[src/verilog/ptd_pkg.sv]
/*
 * ptd_pkg: field layout of the periodic transfer descriptor, register map,
 * interrupt bits and state codes shared by the descriptor block.
 * Assumes a single 25 MHz system clock and a 32-bit classic Wishbone slave.
 */
`default_nettype none
package ptd_pkg;
    // first doubleword field positions
    localparam int PTD_EP0_BIT     = 31;
    localparam int PTD_MULT_HI     = 30;
    localparam int PTD_MULT_LO     = 29;
    localparam int PTD_MAXP_HI     = 28;
    localparam int PTD_MAXP_LO     = 18;
    localparam int PTD_SIZE_HI     = 17;
    localparam int PTD_SIZE_LO     = 3;
    localparam int PTD_VALID_BIT   = 0;
    localparam logic [31:0] PTD_DW0_WMASK = 32'hFFFF_FFF9;

    localparam int PTD_MULT_W      = 2;
    localparam int PTD_MAXP_W      = 11;
    localparam int PTD_SIZE_W      = 15;
    localparam int PTD_EPHI_W      = 3;
    localparam int PTD_EP_W        = 4;
    localparam int PTD_CNT_W       = 12;
    localparam int PTD_UFRAMES     = 8;
    localparam int PTD_UF_W        = 3;
    localparam int PTD_ADDR_W      = 16;

    // status word layout: bytes done low, halt and active on top
    localparam int PTD_HALT_BIT    = 30;
    localparam int PTD_ACTIVE_BIT  = 31;

    // cpu to internal memory address conversion
    localparam logic [31:0] PTD_MEM_BASE  = 32'h0000_0400;
    localparam int          PTD_MEM_SHIFT = 3;

    // register byte offsets
    localparam logic [7:0] PTD_REG_DW0      = 8'h00;
    localparam logic [7:0] PTD_REG_EP_HI    = 8'h04;
    localparam logic [7:0] PTD_REG_BUF_ADDR = 8'h08;
    localparam logic [7:0] PTD_REG_STATUS   = 8'h0C;
    localparam logic [7:0] PTD_REG_CTRL     = 8'h10;
    localparam logic [7:0] PTD_REG_IRQ_STAT = 8'h14;
    localparam logic [7:0] PTD_REG_IRQ_MASK = 8'h18;
    localparam logic [7:0] PTD_REG_INT_DW5  = 8'h1C;
    localparam logic [7:0] PTD_REG_INT_DW6  = 8'h20;
    localparam logic [7:0] PTD_REG_INT_DW7  = 8'h24;

    localparam int PTD_CTRL_START  = 0;

    // interrupt bits
    localparam int PTD_IRQ_W       = 3;
    localparam int PTD_IRQ_DONE    = 0;
    localparam int PTD_IRQ_HALT    = 1;
    localparam int PTD_IRQ_FATAL   = 2;

    typedef enum logic [1:0] {
        PTD_ST_IDLE  = 2'b00,
        PTD_ST_ISSUE = 2'b01,
        PTD_ST_WAIT  = 2'b10
    } ptd_state_t;
endpackage : ptd_pkg
`default_nettype wire

[src/verilog/ptd_engine.sv]
/*
 * ptd_engine: holds one periodic transfer descriptor, executes it as a series
 * of packet requests toward the link engine and writes back status.
 * Assumes a classic Wishbone master and a packet engine on the same clock
 * that answers every request with exactly one done, stall or fatal pulse.
 */
`default_nettype none
module ptd_engine
    import ptd_pkg::*;
(
    input  wire logic                    sys_clk,
    input  wire logic                    reset_n,
    input  wire logic                    wb_cyc_i,
    input  wire logic                    wb_stb_i,
    input  wire logic                    wb_we_i,
    input  wire logic [7:0]              wb_adr_i,
    input  wire logic [3:0]              wb_sel_i,
    input  wire logic [31:0]             wb_dat_i,
    output logic      [31:0]             wb_dat_o,
    output logic                         wb_ack_o,
    output logic                         irq,
    output logic                         pkt_req,
    output logic      [PTD_MAXP_W-1:0]   pkt_len,
    output logic      [PTD_EP_W-1:0]     pkt_endpoint,
    output logic      [PTD_ADDR_W-1:0]   pkt_buf_addr,
    output logic      [PTD_SIZE_W-1:0]   pkt_offset,
    output logic                         busy,
    input  wire logic                    pkt_done,
    input  wire logic [PTD_MAXP_W-1:0]   pkt_bytes,
    input  wire logic [PTD_UF_W-1:0]     pkt_uframe,
    input  wire logic                    pkt_stall,
    input  wire logic                    pkt_fatal
);
    function automatic logic [31:0] apply_sel(input logic [31:0] old_val, input logic [31:0] new_val,
                                              input logic [3:0] sel);
        logic [31:0] res;
        res = old_val;
        for (int i = 0; i < 4; i++) begin
            if (sel[i]) begin
                res[i*8 +: 8] = new_val[i*8 +: 8];
            end
        end
        return res;
    endfunction

    // storage
    logic [31:0]              dw0;
    logic [PTD_EPHI_W-1:0]    endpoint_high;
    logic [31:0]              buf_cpu;
    logic [PTD_SIZE_W-1:0]    bytes_done;
    logic                     halt;
    logic [PTD_IRQ_W-1:0]     irq_status;
    logic [PTD_IRQ_W-1:0]     irq_mask;
    logic [PTD_CNT_W-1:0]     rx_count [PTD_UFRAMES];
    logic [PTD_MULT_W-1:0]    pkt_count;
    ptd_state_t               state;
    ptd_state_t               next_state;

    // decoded fields
    logic [PTD_EP_W-1:0]      endpoint_number;
    logic [PTD_MULT_W-1:0]    mult;
    logic [PTD_MAXP_W-1:0]    max_packet_bytes;
    logic [PTD_SIZE_W-1:0]    transfer_size_bytes;
    logic                     valid;
    logic [31:0]              int_dw5;
    logic [31:0]              int_dw6;
    logic [31:0]              int_dw7;
    logic [PTD_UFRAMES*PTD_CNT_W-1:0] counts_flat;

    ptd_field_decode u_decode (
        .dw0                 (dw0),
        .endpoint_high       (endpoint_high),
        .endpoint_number     (endpoint_number),
        .mult                (mult),
        .max_packet_bytes    (max_packet_bytes),
        .transfer_size_bytes (transfer_size_bytes),
        .valid               (valid)
    );

    ptd_uframe_pack u_pack (
        .counts  (counts_flat),
        .int_dw5 (int_dw5),
        .int_dw6 (int_dw6),
        .int_dw7 (int_dw7)
    );

    always_comb begin
        counts_flat = '0;
        for (int i = 0; i < PTD_UFRAMES; i++) begin
            counts_flat[i*PTD_CNT_W +: PTD_CNT_W] = rx_count[i];
        end
    end

    // bus decode
    wire        bus_req    = wb_cyc_i && wb_stb_i && !wb_ack_o;
    // writes land on the ack edge, the one edge at which the master is sure to still hold its request
    wire        bus_wr     = wb_cyc_i && wb_stb_i && wb_we_i && wb_ack_o;
    wire        wr_dw0     = bus_wr && (wb_adr_i == PTD_REG_DW0);
    wire        wr_ep_hi   = bus_wr && (wb_adr_i == PTD_REG_EP_HI);
    wire        wr_buf     = bus_wr && (wb_adr_i == PTD_REG_BUF_ADDR);
    wire        wr_status  = bus_wr && (wb_adr_i == PTD_REG_STATUS);
    wire        wr_ctrl    = bus_wr && (wb_adr_i == PTD_REG_CTRL);
    wire        wr_istat   = bus_wr && (wb_adr_i == PTD_REG_IRQ_STAT);
    wire        wr_imask   = bus_wr && (wb_adr_i == PTD_REG_IRQ_MASK);
    wire [31:0] dw0_merged = apply_sel(dw0, wb_dat_i, wb_sel_i) & PTD_DW0_WMASK;
    wire [31:0] buf_merged = apply_sel(buf_cpu, wb_dat_i, wb_sel_i);
    wire [31:0] buf_offset = buf_cpu - PTD_MEM_BASE;
    wire [31:0] buf_shift  = buf_offset >> PTD_MEM_SHIFT;
    wire [PTD_ADDR_W-1:0] buf_addr = buf_shift[PTD_ADDR_W-1:0];
    wire        start_req  = wr_ctrl && wb_sel_i[0] && wb_dat_i[PTD_CTRL_START];

    // packet sizing: never more than one maximum packet nor what is left
    wire [PTD_SIZE_W-1:0] remaining = transfer_size_bytes - bytes_done;
    wire [PTD_SIZE_W-1:0] maxp_wide = {{(PTD_SIZE_W-PTD_MAXP_W){1'b0}}, max_packet_bytes};
    wire [PTD_SIZE_W-1:0] len_wide  = (remaining < maxp_wide) ? remaining : maxp_wide;
    wire [PTD_MAXP_W-1:0] next_len  = len_wide[PTD_MAXP_W-1:0];

    // completion bookkeeping
    wire [PTD_SIZE_W:0]   sum_wide  = {1'b0, bytes_done} + {{(PTD_SIZE_W-PTD_MAXP_W+1){1'b0}}, pkt_bytes};
    wire [PTD_SIZE_W-1:0] sum_done  = sum_wide[PTD_SIZE_W] ? {PTD_SIZE_W{1'b1}} : sum_wide[PTD_SIZE_W-1:0];
    wire        in_wait    = (state == PTD_ST_WAIT);
    wire        ev_fatal   = in_wait && pkt_fatal;
    wire        ev_stall   = in_wait && !pkt_fatal && pkt_stall;
    wire        ev_done    = in_wait && !pkt_fatal && !pkt_stall && pkt_done;
    wire        all_moved  = sum_done >= transfer_size_bytes;
    wire        short_pkt  = pkt_bytes < pkt_len;
    wire [PTD_MULT_W-1:0] pkt_count_inc = pkt_count + 1'b1;
    wire        mult_used  = (pkt_count_inc == mult);
    wire        ev_finish  = ev_done && all_moved;
    wire        clr_valid  = ev_fatal || ev_stall || ev_finish;
    wire        can_start  = (state == PTD_ST_IDLE) && valid && (mult != '0) && (remaining != '0);

    // interrupt sources; a new event beats a same-cycle write-one-to-clear
    wire [PTD_IRQ_W-1:0] irq_set    = {ev_fatal, ev_stall, ev_finish};
    wire [PTD_IRQ_W-1:0] irq_clr    = (wr_istat && wb_sel_i[0]) ? wb_dat_i[PTD_IRQ_W-1:0] : '0;
    wire [PTD_IRQ_W-1:0] next_istat = (irq_status & ~irq_clr) | irq_set;
    wire [PTD_IRQ_W-1:0] next_imask = wb_sel_i[0] ? wb_dat_i[PTD_IRQ_W-1:0] : irq_mask;

    // read mux
    wire [31:0] status_word = {valid, halt, {(30-PTD_SIZE_W){1'b0}}, bytes_done};
    logic [31:0] rd_data;
    always_comb begin
        unique case (wb_adr_i)
            PTD_REG_DW0:      rd_data = dw0;
            PTD_REG_EP_HI:    rd_data = {{(32-PTD_EPHI_W){1'b0}}, endpoint_high};
            PTD_REG_BUF_ADDR: rd_data = {{(32-PTD_ADDR_W){1'b0}}, buf_addr};
            PTD_REG_STATUS:   rd_data = status_word;
            PTD_REG_IRQ_STAT: rd_data = {{(32-PTD_IRQ_W){1'b0}}, irq_status};
            PTD_REG_IRQ_MASK: rd_data = {{(32-PTD_IRQ_W){1'b0}}, irq_mask};
            PTD_REG_INT_DW5:  rd_data = int_dw5;
            PTD_REG_INT_DW6:  rd_data = int_dw6;
            PTD_REG_INT_DW7:  rd_data = int_dw7;
            default:          rd_data = 32'h0000_0000;
        endcase
    end

    // sequencer
    always_comb begin
        next_state = state;
        unique case (state)
            PTD_ST_IDLE: begin
                if (start_req && can_start) begin
                    next_state = PTD_ST_ISSUE;
                end
            end
            PTD_ST_ISSUE: begin
                next_state = PTD_ST_WAIT;
            end
            PTD_ST_WAIT: begin
                if (ev_fatal || ev_stall || ev_finish) begin
                    next_state = PTD_ST_IDLE;
                end else if (ev_done) begin
                    // stop when the multiplier is spent or the device sent short
                    next_state = (mult_used || short_pkt) ? PTD_ST_IDLE : PTD_ST_ISSUE;
                end
            end
            default: next_state = PTD_ST_IDLE;
        endcase
    end

    always_ff @(posedge sys_clk or negedge reset_n) begin
        if (!reset_n) begin
            state <= PTD_ST_IDLE;
        end else begin
            state <= next_state;
        end
    end

    // descriptor word: hardware clear wins over a same-cycle software write
    always_ff @(posedge sys_clk or negedge reset_n) begin
        if (!reset_n) begin
            dw0 <= 32'h0000_0000;
        end else if (clr_valid) begin
            dw0 <= (wr_dw0 ? dw0_merged : dw0) & ~(32'h0000_0001 << PTD_VALID_BIT);
        end else if (wr_dw0) begin
            dw0 <= dw0_merged;
        end
    end

    always_ff @(posedge sys_clk or negedge reset_n) begin
        if (!reset_n) begin
            endpoint_high <= '0;
            buf_cpu       <= PTD_MEM_BASE;
            irq_mask      <= '0;
        end else begin
            if (wr_ep_hi && wb_sel_i[0]) begin
                endpoint_high <= wb_dat_i[PTD_EPHI_W-1:0];
            end
            if (wr_buf) begin
                buf_cpu <= buf_merged;
            end
            if (wr_imask) begin
                irq_mask <= next_imask;
            end
        end
    end

    // status write-back; a software write to the status word rearms it unless a stall or done lands in the same cycle
    always_ff @(posedge sys_clk or negedge reset_n) begin
        if (!reset_n) begin
            bytes_done <= '0;
            halt       <= 1'b0;
        end else if (ev_stall) begin
            halt <= 1'b1;
        end else if (ev_done) begin
            bytes_done <= sum_done;
        end else if (wr_status) begin
            bytes_done <= '0;
            halt       <= 1'b0;
        end
    end

    always_ff @(posedge sys_clk or negedge reset_n) begin
        if (!reset_n) begin
            for (int i = 0; i < PTD_UFRAMES; i++) begin
                rx_count[i] <= '0;
            end
        end else if (ev_done) begin
            rx_count[pkt_uframe] <= {{(PTD_CNT_W-PTD_MAXP_W){1'b0}}, pkt_bytes};
        end
    end

    always_ff @(posedge sys_clk or negedge reset_n) begin
        if (!reset_n) begin
            pkt_count <= '0;
        end else if (state == PTD_ST_IDLE) begin
            pkt_count <= '0;
        end else if (ev_done) begin
            pkt_count <= pkt_count_inc;
        end
    end

    // packet request outputs, registered
    always_ff @(posedge sys_clk or negedge reset_n) begin
        if (!reset_n) begin
            pkt_req      <= 1'b0;
            pkt_len      <= '0;
            pkt_endpoint <= '0;
            pkt_buf_addr <= '0;
            pkt_offset   <= '0;
            busy         <= 1'b0;
        end else begin
            // raised from the issue state so the request appears together with its freshly loaded fields
            pkt_req <= (state == PTD_ST_ISSUE);
            busy    <= (next_state != PTD_ST_IDLE);
            if (state == PTD_ST_ISSUE) begin
                pkt_len      <= next_len;
                pkt_endpoint <= endpoint_number;
                pkt_buf_addr <= buf_addr;
                pkt_offset   <= bytes_done;
            end
        end
    end

    always_ff @(posedge sys_clk or negedge reset_n) begin
        if (!reset_n) begin
            irq_status <= '0;
            irq        <= 1'b0;
        end else begin
            irq_status <= next_istat;
            irq        <= |(next_istat & (wr_imask ? next_imask : irq_mask));
        end
    end

    // classic wishbone: one wait state, ack dropped the cycle after
    always_ff @(posedge sys_clk or negedge reset_n) begin
        if (!reset_n) begin
            wb_ack_o <= 1'b0;
            wb_dat_o <= 32'h0000_0000;
        end else begin
            wb_ack_o <= bus_req;
            if (bus_req && !wb_we_i) begin
                wb_dat_o <= rd_data;
            end
        end
    end
endmodule // ptd_engine
`default_nettype wire

[src/verilog/ptd_field_decode.sv]
/*
 * ptd_field_decode: splits the first descriptor doubleword into its fields.
 * Assumes the word comes from a register on the same clock; purely combinational.
 */
`default_nettype none
module ptd_field_decode
    import ptd_pkg::*;
(
    input  wire logic [31:0]             dw0,
    input  wire logic [PTD_EPHI_W-1:0]   endpoint_high,
    output logic      [PTD_EP_W-1:0]     endpoint_number,
    output logic      [PTD_MULT_W-1:0]   mult,
    output logic      [PTD_MAXP_W-1:0]   max_packet_bytes,
    output logic      [PTD_SIZE_W-1:0]   transfer_size_bytes,
    output logic                         valid
);
    // lowest endpoint bit lives in the first word, the rest in the second
    assign endpoint_number     = {endpoint_high, dw0[PTD_EP0_BIT]};
    assign mult                = dw0[PTD_MULT_HI:PTD_MULT_LO];
    assign max_packet_bytes    = dw0[PTD_MAXP_HI:PTD_MAXP_LO];
    assign transfer_size_bytes = dw0[PTD_SIZE_HI:PTD_SIZE_LO];
    assign valid               = dw0[PTD_VALID_BIT];
    // bits 2 to 1 are simply not looked at
endmodule // ptd_field_decode
`default_nettype wire

[src/verilog/ptd_uframe_pack.sv]
/*
 * ptd_uframe_pack: packs eight per-microframe received-byte counts into the
 * three interrupt descriptor words they span.
 * Assumes counts are registers on the same clock; purely combinational.
 */
`default_nettype none
module ptd_uframe_pack
    import ptd_pkg::*;
(
    input  wire logic [PTD_UFRAMES*PTD_CNT_W-1:0] counts,
    output logic      [31:0]                      int_dw5,
    output logic      [31:0]                      int_dw6,
    output logic      [31:0]                      int_dw7
);
    // counts run contiguously from the bottom of word five upward,
    // so count 2 and count 5 straddle a word boundary
    assign int_dw5 = counts[31:0];
    assign int_dw6 = counts[63:32];
    assign int_dw7 = counts[95:64];
endmodule // ptd_uframe_pack
`default_nettype wire
[config.mk]
export PLATFORM = sky130hd
export DESIGN_NAME = ptd_engine
export DESIGN_NICKNAME = d
export VERILOG_FILES = /design/src/verilog/ptd_pkg.sv /design/src/verilog/ptd_engine.sv /design/src/verilog/ptd_field_decode.sv /design/src/verilog/ptd_uframe_pack.sv
export SDC_FILE = /design/constraint.sdc
export NUM_CORES = 1
export LEC_CHECK = 0
export CAP_MARGIN = 20
export CORE_MARGIN = 10
export CORE_UTILIZATION = 31
export DETAILED_ROUTE_END_ITERATION = 7
export DONT_BUFFER_PORTS = 1
export SYNTH_ARGS = -nofsm -noshare
export SYNTH_HDL_FRONTEND = slang
export SYNTH_SLANG_ARGS = --single-unit
[constraint.sdc]
create_clock -name sys_clk -period 3.9 [get_ports sys_clk]
set_input_delay 0.39 -clock sys_clk [delete_from_list [all_inputs] [get_ports sys_clk]]
set_output_delay 0.39 -clock sys_clk [all_outputs]
set_load 0.1 [all_outputs]
### Word level (Yosys, flattened, before mapping)

Cells that the tools add are included.
W data, S select, Z words.

| cells by class | value |
|---|---|
| $add $sub $neg | 4 |
| mux-type cells | 27 |
| equality and inequality tests | 13 |
| bitwise logic cells | 6 |
| $lt $le $gt $ge | 5 |
| reductions and logical operators | 51 |

Operators with widths:

| operator | count |
|---|---|
| $pmux W32 S9 | 1 |
| $bwmux W96 | 1 |
| $mux W15 | 3 |
| $demux W12 S3 | 1 |
| $eq A8 B5 Y1 const B | 4 |
| $mux W32 | 1 |
| $mux W8 | 4 |
| $logic_and A1 B1 Y1 | 27 |
| $sub A19 B11 Y19 const B | 1 |
| $add A15 B11 Y16 | 1 |
| $eq A8 B4 Y1 const B | 2 |
| $eq A8 B6 Y1 const B | 2 |
| $ge A15 B15 Y1 | 1 |
| $lt A15 B11 Y1 | 1 |
| $reduce_bool A15 Y1 | 1 |
| $sub A15 B15 Y15 | 1 |
| $reduce_bool A2 Y1 | 7 |
| $mux W12 | 1 |
| $reduce_and A2 Y1 | 6 |
| $lt A11 B11 Y1 | 1 |
| $mux W11 | 1 |
| $mux W2 | 5 |
| $mux W3 | 3 |
| $eq A8 B3 Y1 const B | 1 |
| 19 further kinds | 29 |

| storage, ports and cells | value |
|---|---|
| input bits | 66 |
| flip-flop bits (word level) | 258 |
| output and inout port bits | 82 |

### Longest topological paths before layout

Gate-level depths: netlist (run 1).

| depth | value |
|---|---|
| depth in word-level cells | 11 |
| mapped depth | 19 |
| depth with buffers taken out | 19 |

### Hierarchy

A second synthesis (run 1) with hierarchy kept.

| unflattened totals | value |
|---|---|
| cell total of the unflattened synthesis | 1,283 |
| area total of the unflattened synthesis | 13,439.1 um2 |

Modules (own cells, without submodules):

| module | area each (um2) | instances | cells an instance | sequential area each (um2) |
|---|---|---|---|---|
| ptd_engine | 12,470.7 | 1 | 1,154 | 6,132.1 |
| ptd_uframe_pack | 720.7 | 1 | 96 | 0.0 |
| ptd_field_decode | 247.7 | 1 | 33 | 0.0 |

### Least setup slack after synthesis (run 1)

OpenSTA, ideal clock, no wires.

| timing | value |
|---|---|
| path kind | in2reg |
| start | input port pkt_bytes[6] |
| end | register irq |
| setup time | 126 ps |
| stages on the path | 17 |
| setup slack | -179 ps |
| data required time | 3,774 ps |
| arrival time | 3,953 ps |
| path through | ha_1 > a21o_1 > a21o_1 > a221o_1 > a31oi_1 > o21ai_1 > and3_1 > nor2_1 > ha_1 > nand2b_1 > a21o_1 > a21o_1 > a2111oi_0 > o21ai_0 > a22o_1 > and2_1 > a221o_1 |

| on the way | value |
|---|---|
| longest elaborated chain between the ends | 7 |

RTL lines:

| what | RTL line | source |
|---|---|---|
| start, declared | ptd_engine.sv:29 | `input wire logic [PTD_MAXP_W-1:0] pkt_bytes,` |
| $add A15 B11 Y16 | ptd_engine.sv:119 | `wire [PTD_SIZE_W:0] sum_wide = {1'b0, bytes_done} + {{(PTD_SIZE_W-PTD_MAXP_W+1){1'b0}}, pkt_bytes};` |
| $mux W15 | ptd_engine.sv:120 | `wire [PTD_SIZE_W-1:0] sum_done = sum_wide[PTD_SIZE_W] ? {PTD_SIZE_W{1'b1}} : sum_wide[PTD_SIZE_W-1:0];` |
| $ge A15 B15 Y1 | ptd_engine.sv:125 | `wire all_moved = sum_done >= transfer_size_bytes;` |
| $logic_and A1 B1 Y1 | ptd_engine.sv:129 | `wire ev_finish = ev_done && all_moved;` |
| $or A3 B3 Y3 | ptd_engine.sv:136 | `wire [PTD_IRQ_W-1:0] next_istat = (irq_status & ~irq_clr) \| irq_set;` |
| via next_istat[0] | ptd_engine.sv:136 |  |
| $and A3 B3 Y3 | ptd_engine.sv:281 | `irq <= \|(next_istat & (wr_imask ? next_imask : irq_mask));` |
| $reduce_or A3 Y1 | ptd_engine.sv:281 |  |
| end signal, assigned | ptd_engine.sv:281 |  |
| end, declared | ptd_engine.sv:21 | `output logic irq,` |

The timed path passes the listed nets, and every way through them passes these cells.
A chain may end at the register's enable or synchronous reset.

### Worst setup path after layout (run 1)

| timing | value |
|---|---|
| start | register bytes_done[6] |
| end | register irq |

| on the way | value |
|---|---|
| longest elaborated chain between the ends | 7 |

RTL lines:

| what | RTL line | source |
|---|---|---|
| start, declared | ptd_engine.sv:50 | `logic [PTD_SIZE_W-1:0] bytes_done;` |
| start signal, assigned | ptd_engine.sv:226 | `bytes_done <= sum_done;` |
| $add A15 B11 Y16 | ptd_engine.sv:119 |  |
| $mux W15 | ptd_engine.sv:120 |  |
| $ge A15 B15 Y1 | ptd_engine.sv:125 |  |
| $logic_and A1 B1 Y1 | ptd_engine.sv:129 |  |
| $or A3 B3 Y3 | ptd_engine.sv:136 |  |
| via next_istat[0] | ptd_engine.sv:136 |  |
| $and A3 B3 Y3 | ptd_engine.sv:281 |  |
| $reduce_or A3 Y1 | ptd_engine.sv:281 |  |

The timed path passes the listed nets, and every way through them passes these cells.

==> summary.txt, run 1 <==
Floorplanning
  • Die area: between 0.04 and 0.05 sq mm
  • Core ar.: approximately 0.040 sq mm
  • Initial Util: 31.45%
  • Cell row count: 73
  • Die Y: 221.0 um
  • I/O Pins: 148
  • Die width: 221.0 um

Logic synthesis
  • Seq/Total Area, Yosys: 48.97%
  • Commonest register cell after synthesis: dfrtp_1
  • Flops & latches, synth: 245
  • Ys async rst share: 100.0%
  • Syn nets: approximately 1,300
  • Cells after Synth: 1,179
  • Synthesized area: 0.01252 sq mm
  • Synthesized area per cell: 10.62 sq um
  • Synth warnings: 0
  • EDFF count, synth: 0
  • Netlist cell types: 60

Outcome
  • Failing checks: hold timing
  • Status: finished with violations

STA
  • RSZ-0062 raised after global routing: yes
  • Setup TNS: 0 ns
  • Slew Limit Fails: 0
  • Final Hold Fails: roughly 240
  • Slew @ Worst Pin: 1.099 ns
  • Min Tclk post-route: 3.872 ns
  • Top achievable clock speed: around 260 MHz
  • Max-slew headroom: 26.72%
  • Setup Skew: roughly 0.014 ns
  • Final Setup Violations: 0
  • Hold Slack: -0.4665 ns
  • Tcrit/Tclk final: a little under 100%
  • Final setup margin: ~0.028 ns

Power and ir drop
  • PD cells: around 390 mW/mm^2
  • Clock share of power: between 40% and 50%
  • Static leakage: 7.128 nW
  • Int Pwr: 4.495 mW
  • Switch share: 24.46%
  • Switching power: 1.455 mW
  • Peak supply drop: 0.3054 mV
  • Gate power share: around 9.9%
  • Total chip power: 5.951 mW
  • Reg power frac: 43.6%

Layout
  • Finished Layout Cells: 1,836
  • Post-Route Utilization: 38.30%
  • Final Instance Area: approximately 0.015 sq mm
  • Area Growth Syn to Fin: 21.80%
  • Layout cells sized above 1: 22.00%
  • Nets: between 1,000 and 1,500

Worst setup path
  • WP data arrival: 4.32 ns
  • Worst-path maximum fanout: 3
  • Max incr delay on CP: around 0.4 ns
  • Nature of the critical path startpoint: flop
  • Critical path type: flop to flop
  • Critical path's slowest cell: dfrtp_1
  • Critical path cell sequence: ha_4, a21o_1, a21o_1, a221o_1, a31oi_4, o21ai_2, and3_4, nor2_4, ha_4, nand2b_4, a21o_1, a21o_1, a2111oi_4, o21ai_2, a22o_1, and2_1, a221o_1
  • CP endpoint kind: flop
  • Crit-path most repeated cell: a21o_1
  • Req. time, crit path: 4.35 ns

Placement
  • Pre-CTS setup slack: -0.1324 ns
  • Port Buf Inserts: 0
  • GPL Wtd Cong: 0.9172
  • Placed insts: 1,730
  • Dpl hpwl: 32.20 mm
  • Dpl cell area: 0.01361 sq mm

Route
  • First-pass detailed-route iteration total: 5
  • Detailed-route DRC error count: 0
  • Via/cell ratio: 5.379
  • Initial DRC Count: 869
  • Vias: 9,875
  • Drt total wl: 44.36 mm
  • ANT nets after route: 0
  • Routed length per instance: around 24 um

Job
  • Max Cap Viol: 0

Clock tree
  • Root Buffer: clkbuf_16
  • Clock insertion delay at the later pin of the skew report: 0.57 ns
  • Clock Tree Buf Depth: 3
  • H-tree levels: 1
  • Cts hold-fix bufs: 47
  • # clock sinks: 245
  • Register clock-pin slew on the reported worst setup and hold paths: 0.06 ns
  • CTS Buf Count: 29
  • CTS tree: done

Global routing
  • Antenna violations before repair: 4
  • Grt total ovfl: 0
  • Largest net degree at the start of global routing: around 250
  • Vias in the first global route: slightly below 10,000
  • GRT Util Overall: between 10% and 20%
  • First-pass GRT wire length: 65.50 mm

Min path
  • Min-Delay Path Class: input pin to asynchronous set/reset pin
## registers in the layout, summed over array words and instances, names as in the netlist, 2 cells and up
signal / cells
dw0: 30
pkt_endpoint: 4
counts_flat: 88
pkt_buf_addr: 16
pkt_offset: 15
wb_dat_o: 32
irq_mask: 3
endpoint_high: 3
pkt_len: 11
irq_status: 3
bytes_done: 15
state: 2
buf_cpu: 16
pkt_count: 2
## cells in the final DEF (no fill, tap or decap), drive strengths merged, types with 4 or more instances in the layout
master       count
a211oi           4
mux2           139
a221o            7
xnor2           24
o31ai            4
xor2             8
a22oi           13
or4              4
nor3            16
ha              61
a21boi          12
dfrtp          244
clkbuf          41
a221oi           8
or3              6
nand2b          15
o21bai           4
o22ai            6
clkinv           6
nand4            5
o21ai           95
a31oi           11
o211ai           6
inv             61
nand3           22
dlygate4sd3     47
a222oi          14
and3             4
buf             79
a21o            17
nand2          152
a22o            16
mux2i           16
o21a             8
a21oi           48
nor2            45
## power by group through the flow
| stage | registers (mW) | clock network, mW | logic, mW |
|---|---|---|---|
| floorplan | 2.64 | 0 | 0.328 |
| global placement | 2.64 | 0 | 0.469 |
| detailed placement | 2.64 | 0 | 0.474 |
| CTS | 2.59 | 2.82 | 0.550 |
| global route | 2.59 | 2.93 | 0.649 |
| finish | 2.59 | 2.77 | 0.589 |
## worst max-delay path: cells and delay by family, from the launching register on
family	cells	cell delay [ns]
AO/OA/AOI/OAI	11	2.29
adder cells (fa/ha/maj)	2	0.46
flip-flops	1	0.41
AND/OR/NAND/NOR	4	0.59
## layer usage
layer  up-vias  share of wire, %  GRT usage, %
met5         -             0.020             0
met2       346                48         28.68
met1      4966                40         21.29
li1       4469                 -             -
met4         2               4.5         7.750
met3        92               7.0         4.073
## synth_stat cells, drive strengths merged (16+ instances only)
master    n  share of area (%)
nand3    22               0.88
nor3     16               0.64
nand2   152                4.6
dfrtp   244                 49
o21ai    95                3.8
nor2     45                1.3
inv      59                1.8
mux2i    16                1.3
xnor2    24                1.7
a22o     16                1.1
a21o     17                1.0
mux2    139                 12
a21oi    48                1.9
ha       61                6.1
clkbuf   46                1.4
## cells by family (layout without fill, tap and decap cells)
kind of cell	count (synthesis)	after routing	share of synthesized area, %
and+or+nand+nor	291	291	10.44
muxes	155	155	13.78
other	0	2	0
AOI/OAI and AO/OA	284	284	14.89
buffers and inverters	109	239	3.277
xor gates and xnor gates	32	32	2.238
DFF	245	245	48.97
adders and majority gates	63	63	6.414
## what timing repair did
item | in CTS | in global routing
hold endpoints to repair | 386 | 245
setup buffers | 0 | 3
resized for setup | 3 | 29
setup endpoints to repair | 1 | 15
pin swaps | 3 | 16
cloned | 0 | 0
## path summary, 6_finish.rpt
path	from	to	slack, ns	depth (start not counted)
worst max register to register	bytes_done[6]	irq	0.03	17
max in group asynchronous	reset_n	pkt_offset[4]	3.47	0
worst max-delay path	bytes_done[6]	irq	0.03	17
worst min-delay path	reset_n	pkt_buf_addr[0]	-0.47	0
min in group sys_clk	wb_dat_i[2]	irq_mask[2]	0.02	1
worst min register to register	wb_ack_o	wb_ack_o	0.48	1
## final cells by class
class	instances	area (sq um)
multi-input combinational	825	6193
timing repair buffer	126	1067
clock inverter	13	156.4
tap	525	656.9
antenna	2	5.005
inverter	59	221.5
fill	3962	24570
clock buffer	41	820.8
sequential	245	6132
No activity file was read; power rests on OpenSTA's default activity.
==> run 2, diff against run 1 <==
--- a/config.mk
+++ b/config.mk
@@ -10,6 +10,7 @@
 export CORE_UTILIZATION = 31
 export DETAILED_ROUTE_END_ITERATION = 7
 export DONT_BUFFER_PORTS = 1
+export REMOVE_ABC_BUFFERS = 1
 export SYNTH_ARGS = -nofsm -noshare
 export SYNTH_HDL_FRONTEND = slang
 export SYNTH_SLANG_ARGS = --single-unit
==> run 2 against run 1 <==
  * The flow finishes with violations (hold timing, setup timing)
  * Cell count up 1.6%
  * Worst setup slack worse by 0.037 ns
  * Largest cell class unchanged
  * Combinational power up 13%
  * First-iteration DRC count down 0.81%
  * Clock power about the same
  * Highest routed layer is now met4
  * Count of clock-buffer cells in the layout down 2
  * Flip-flop and latch count unchanged
  * Non-clock buffer count up 34
  * Largest power group unchanged
  * Worst hold slack worse by 0.0033 ns
  * Critical endpoint unchanged
  * Utilization up 0.60 points
  * Sequential share of layout area down 0.62 points
==> summary.txt, run 2 (synthesis gave the netlist of run 1 again) <==
Outcome
  • Status: finished with violations
  • Failing checks: hold timing, setup timing

Floorplanning
  • Cell row count: 73
  • Die area: roughly 0.049 sq mm
  • Core ar.: 0.03982 sq mm
  • I/O Pins: 148
  • Die width: approximately 220 um
  • Initial Util: 31.45%
  • Die Y: 221.0 um

Placement
  • GPL Wtd Cong: 0.8973
  • Dpl hpwl: 31.60 mm
  • Pre-CTS setup slack: -0.4147 ns
  • Port Buf Inserts: 0
  • Dpl cell area: 0.01383 sq mm

Min path
  • Min-Delay Path Class: input pin to asynchronous set/reset pin

Worst setup path
  • FF-to-FF path depth: 17
  • WP data arrival: 4.35 ns
  • Worst path top cell family by delay: compound AO/OA/AOI/OAI gates
  • R2R setup slack: -0.009 ns
  • Req. time, crit path: 4.34 ns
  • Worst-path maximum fanout: 3
  • Critical path's slowest cell: dfrtp_1
  • R2r endpoint: irq
  • Nature of the critical path startpoint: flop
  • WP buf/inv: 0
  • CP endpoint kind: flop
  • Critical path type: flop to flop
  • Crit-path most repeated cell: a21o_1
  • Max incr delay on CP: roughly 0.41 ns
  • Critical path cell sequence: ha_4, a21o_1, a21o_1, a221o_1, a31oi_2, o21ai_2, and3_4, nor2_4, ha_4, nand2b_4, a21o_1, a21o_1, a2111oi_4, o21ai_2, a22o_1, and2_1, a221o_1
  • R2r startpoint: bytes_done[6]

Clock tree
  • Cts hold-fix bufs: 47
  • H-tree levels: 1
  • # clock sinks: 245
  • CTS Buf Count: 28
  • CTS tree: done
  • Register clock-pin slew on the reported worst setup and hold paths: 0.06 ns
  • Root Buffer: clkbuf_16
  • Clock insertion delay at the later pin of the skew report: 0.56 ns
  • Clock Tree Buf Depth: 3

Global routing
  • Most Crowded Layer GR: met2
  • First-pass GRT wire length: 68.67 mm
  • Met3 Use GR: 5.260%
  • Met1 usage: 22.42%
  • Largest net degree at the start of global routing: 246
  • Met2 usage: 29.28%
  • Antenna violations before repair: 4
  • GRT Util Overall: a little under a fifth
  • Grt total ovfl: 0
  • Vias in the first global route: 10,474

Layout
  • Most common cell after layout, fill and taps aside: dfrtp_1
  • Layout cells sized above 1: 23.47%
  • Area Growth Syn to Fin: 23.70%
  • Most frequent cells in the layout: dfrtp_1, nand2_1, mux2_2, buf_4, inv_1
  • Final Instance Area: 0.01549 sq mm
  • Max reg flops: about 90
  • Post-Route Utilization: between 30% and 40%
  • Nets: ~1,400
  • Fillers: 3,905

STA
  • Top achievable clock speed: 255.8 MHz
  • Final Hold Fails: 245
  • Min Tclk post-route: 3.909 ns
  • Slew @ Worst Pin: 1.006 ns
  • Final Setup Violations: 1
  • Final setup margin: -0.009359 ns
  • Tcrit/Tclk final: 100.2%
  • Max-slew headroom: between 30 and 40%
  • RSZ-0062 raised after global routing: yes
  • Slew Limit Fails: 0
  • Setup Skew: 0.01837 ns
  • Hold Slack: -0.4698 ns

Route
  • Detailed-route DRC error count: 0
  • Routed length per instance: 24.56 um
  • Drt total wl: 45.81 mm
  • Initial DRC Count: 862
  • Via/cell ratio: 5.399
  • Vias: approximately 10,000
  • First-pass detailed-route iteration total: 6
  • ANT nets after route: 0

Power and ir drop
  • PD cells: 388.0 mW/mm^2
  • Total chip power: ~6 mW
  • Peak supply drop: 0.2687 mV
  • Static leakage: 7.292 nW

Job
  • Max Cap Viol: 0
-- run 2: cell types whose count changed in the layout (fill, tap and decap cells not counted), sizes merged --
cell,delta
buf,+34
clkbuf,-2
inv,-2
clkinvlp,-1
-- run 2: per-layer routing --
layer	wire (um)	vias up
li1	-	4546
met3	4144	91
met4	1778	0
met1	18760	5050
met5	0	-
met2	21120	382
-- run 2: report_power, final --
part | internal (mW) | switching, mW
Sequential | 2.57 | 0.0237
Combinational | 0.311 | 0.353
Clock | 1.68 | 1.08
-- run 2: layout make-up --
cell class / count / area [sq um] / share of cell area, %
Sequential cell: 245 / 6132 / 39.58
Inverter: 59 / 221.5 / 1.430
Antenna cell: 2 / 5.005 / 0.03231
Clock buffer: 39 / 833.3 / 5.379
Tap cell: 525 / 656.9 / 4.240
Multi-Input combinational cell: 825 / 6168 / 39.82
Clock inverter: 10 / 131.4 / 0.8481
Timing Repair Buffer: 160 / 1343 / 8.667
-- run 2: worst max-delay path by stage --
stage | startpoint | endpoint | slack [ns] | cells past startpoint
finish | bytes_done[6] | irq | -0.009 | 17
global route | bytes_done[6] | irq | -0.17 | 17
CTS | bytes_done[6] | irq | 0.009 | 18
detailed placement | pkt_bytes[6] | irq | -0.41 | 18
global placement | pkt_bytes[6] | irq | -0.37 | 18
floorplan | pkt_bytes[6] | irq | -0.18 | 17
-- run 2: stage by stage --
step	cells	setup TNS (ns)
6_report	1865	-0.009359
5_1_grt	1864	-0.3258
4_1_cts	1859	0
3_5_place_dp	1756	-0.9280
3_3_place_gp	1755	-0.7180
2_1_floorplan	1129	-0.1793
-- run 2: timing repair --
action	CTS	global route
hold endpoints to repair	385	245
buffers inserted	7	5
resized for setup	17	16
endpoints found under the setup margin	5	15
pin swaps	13	13
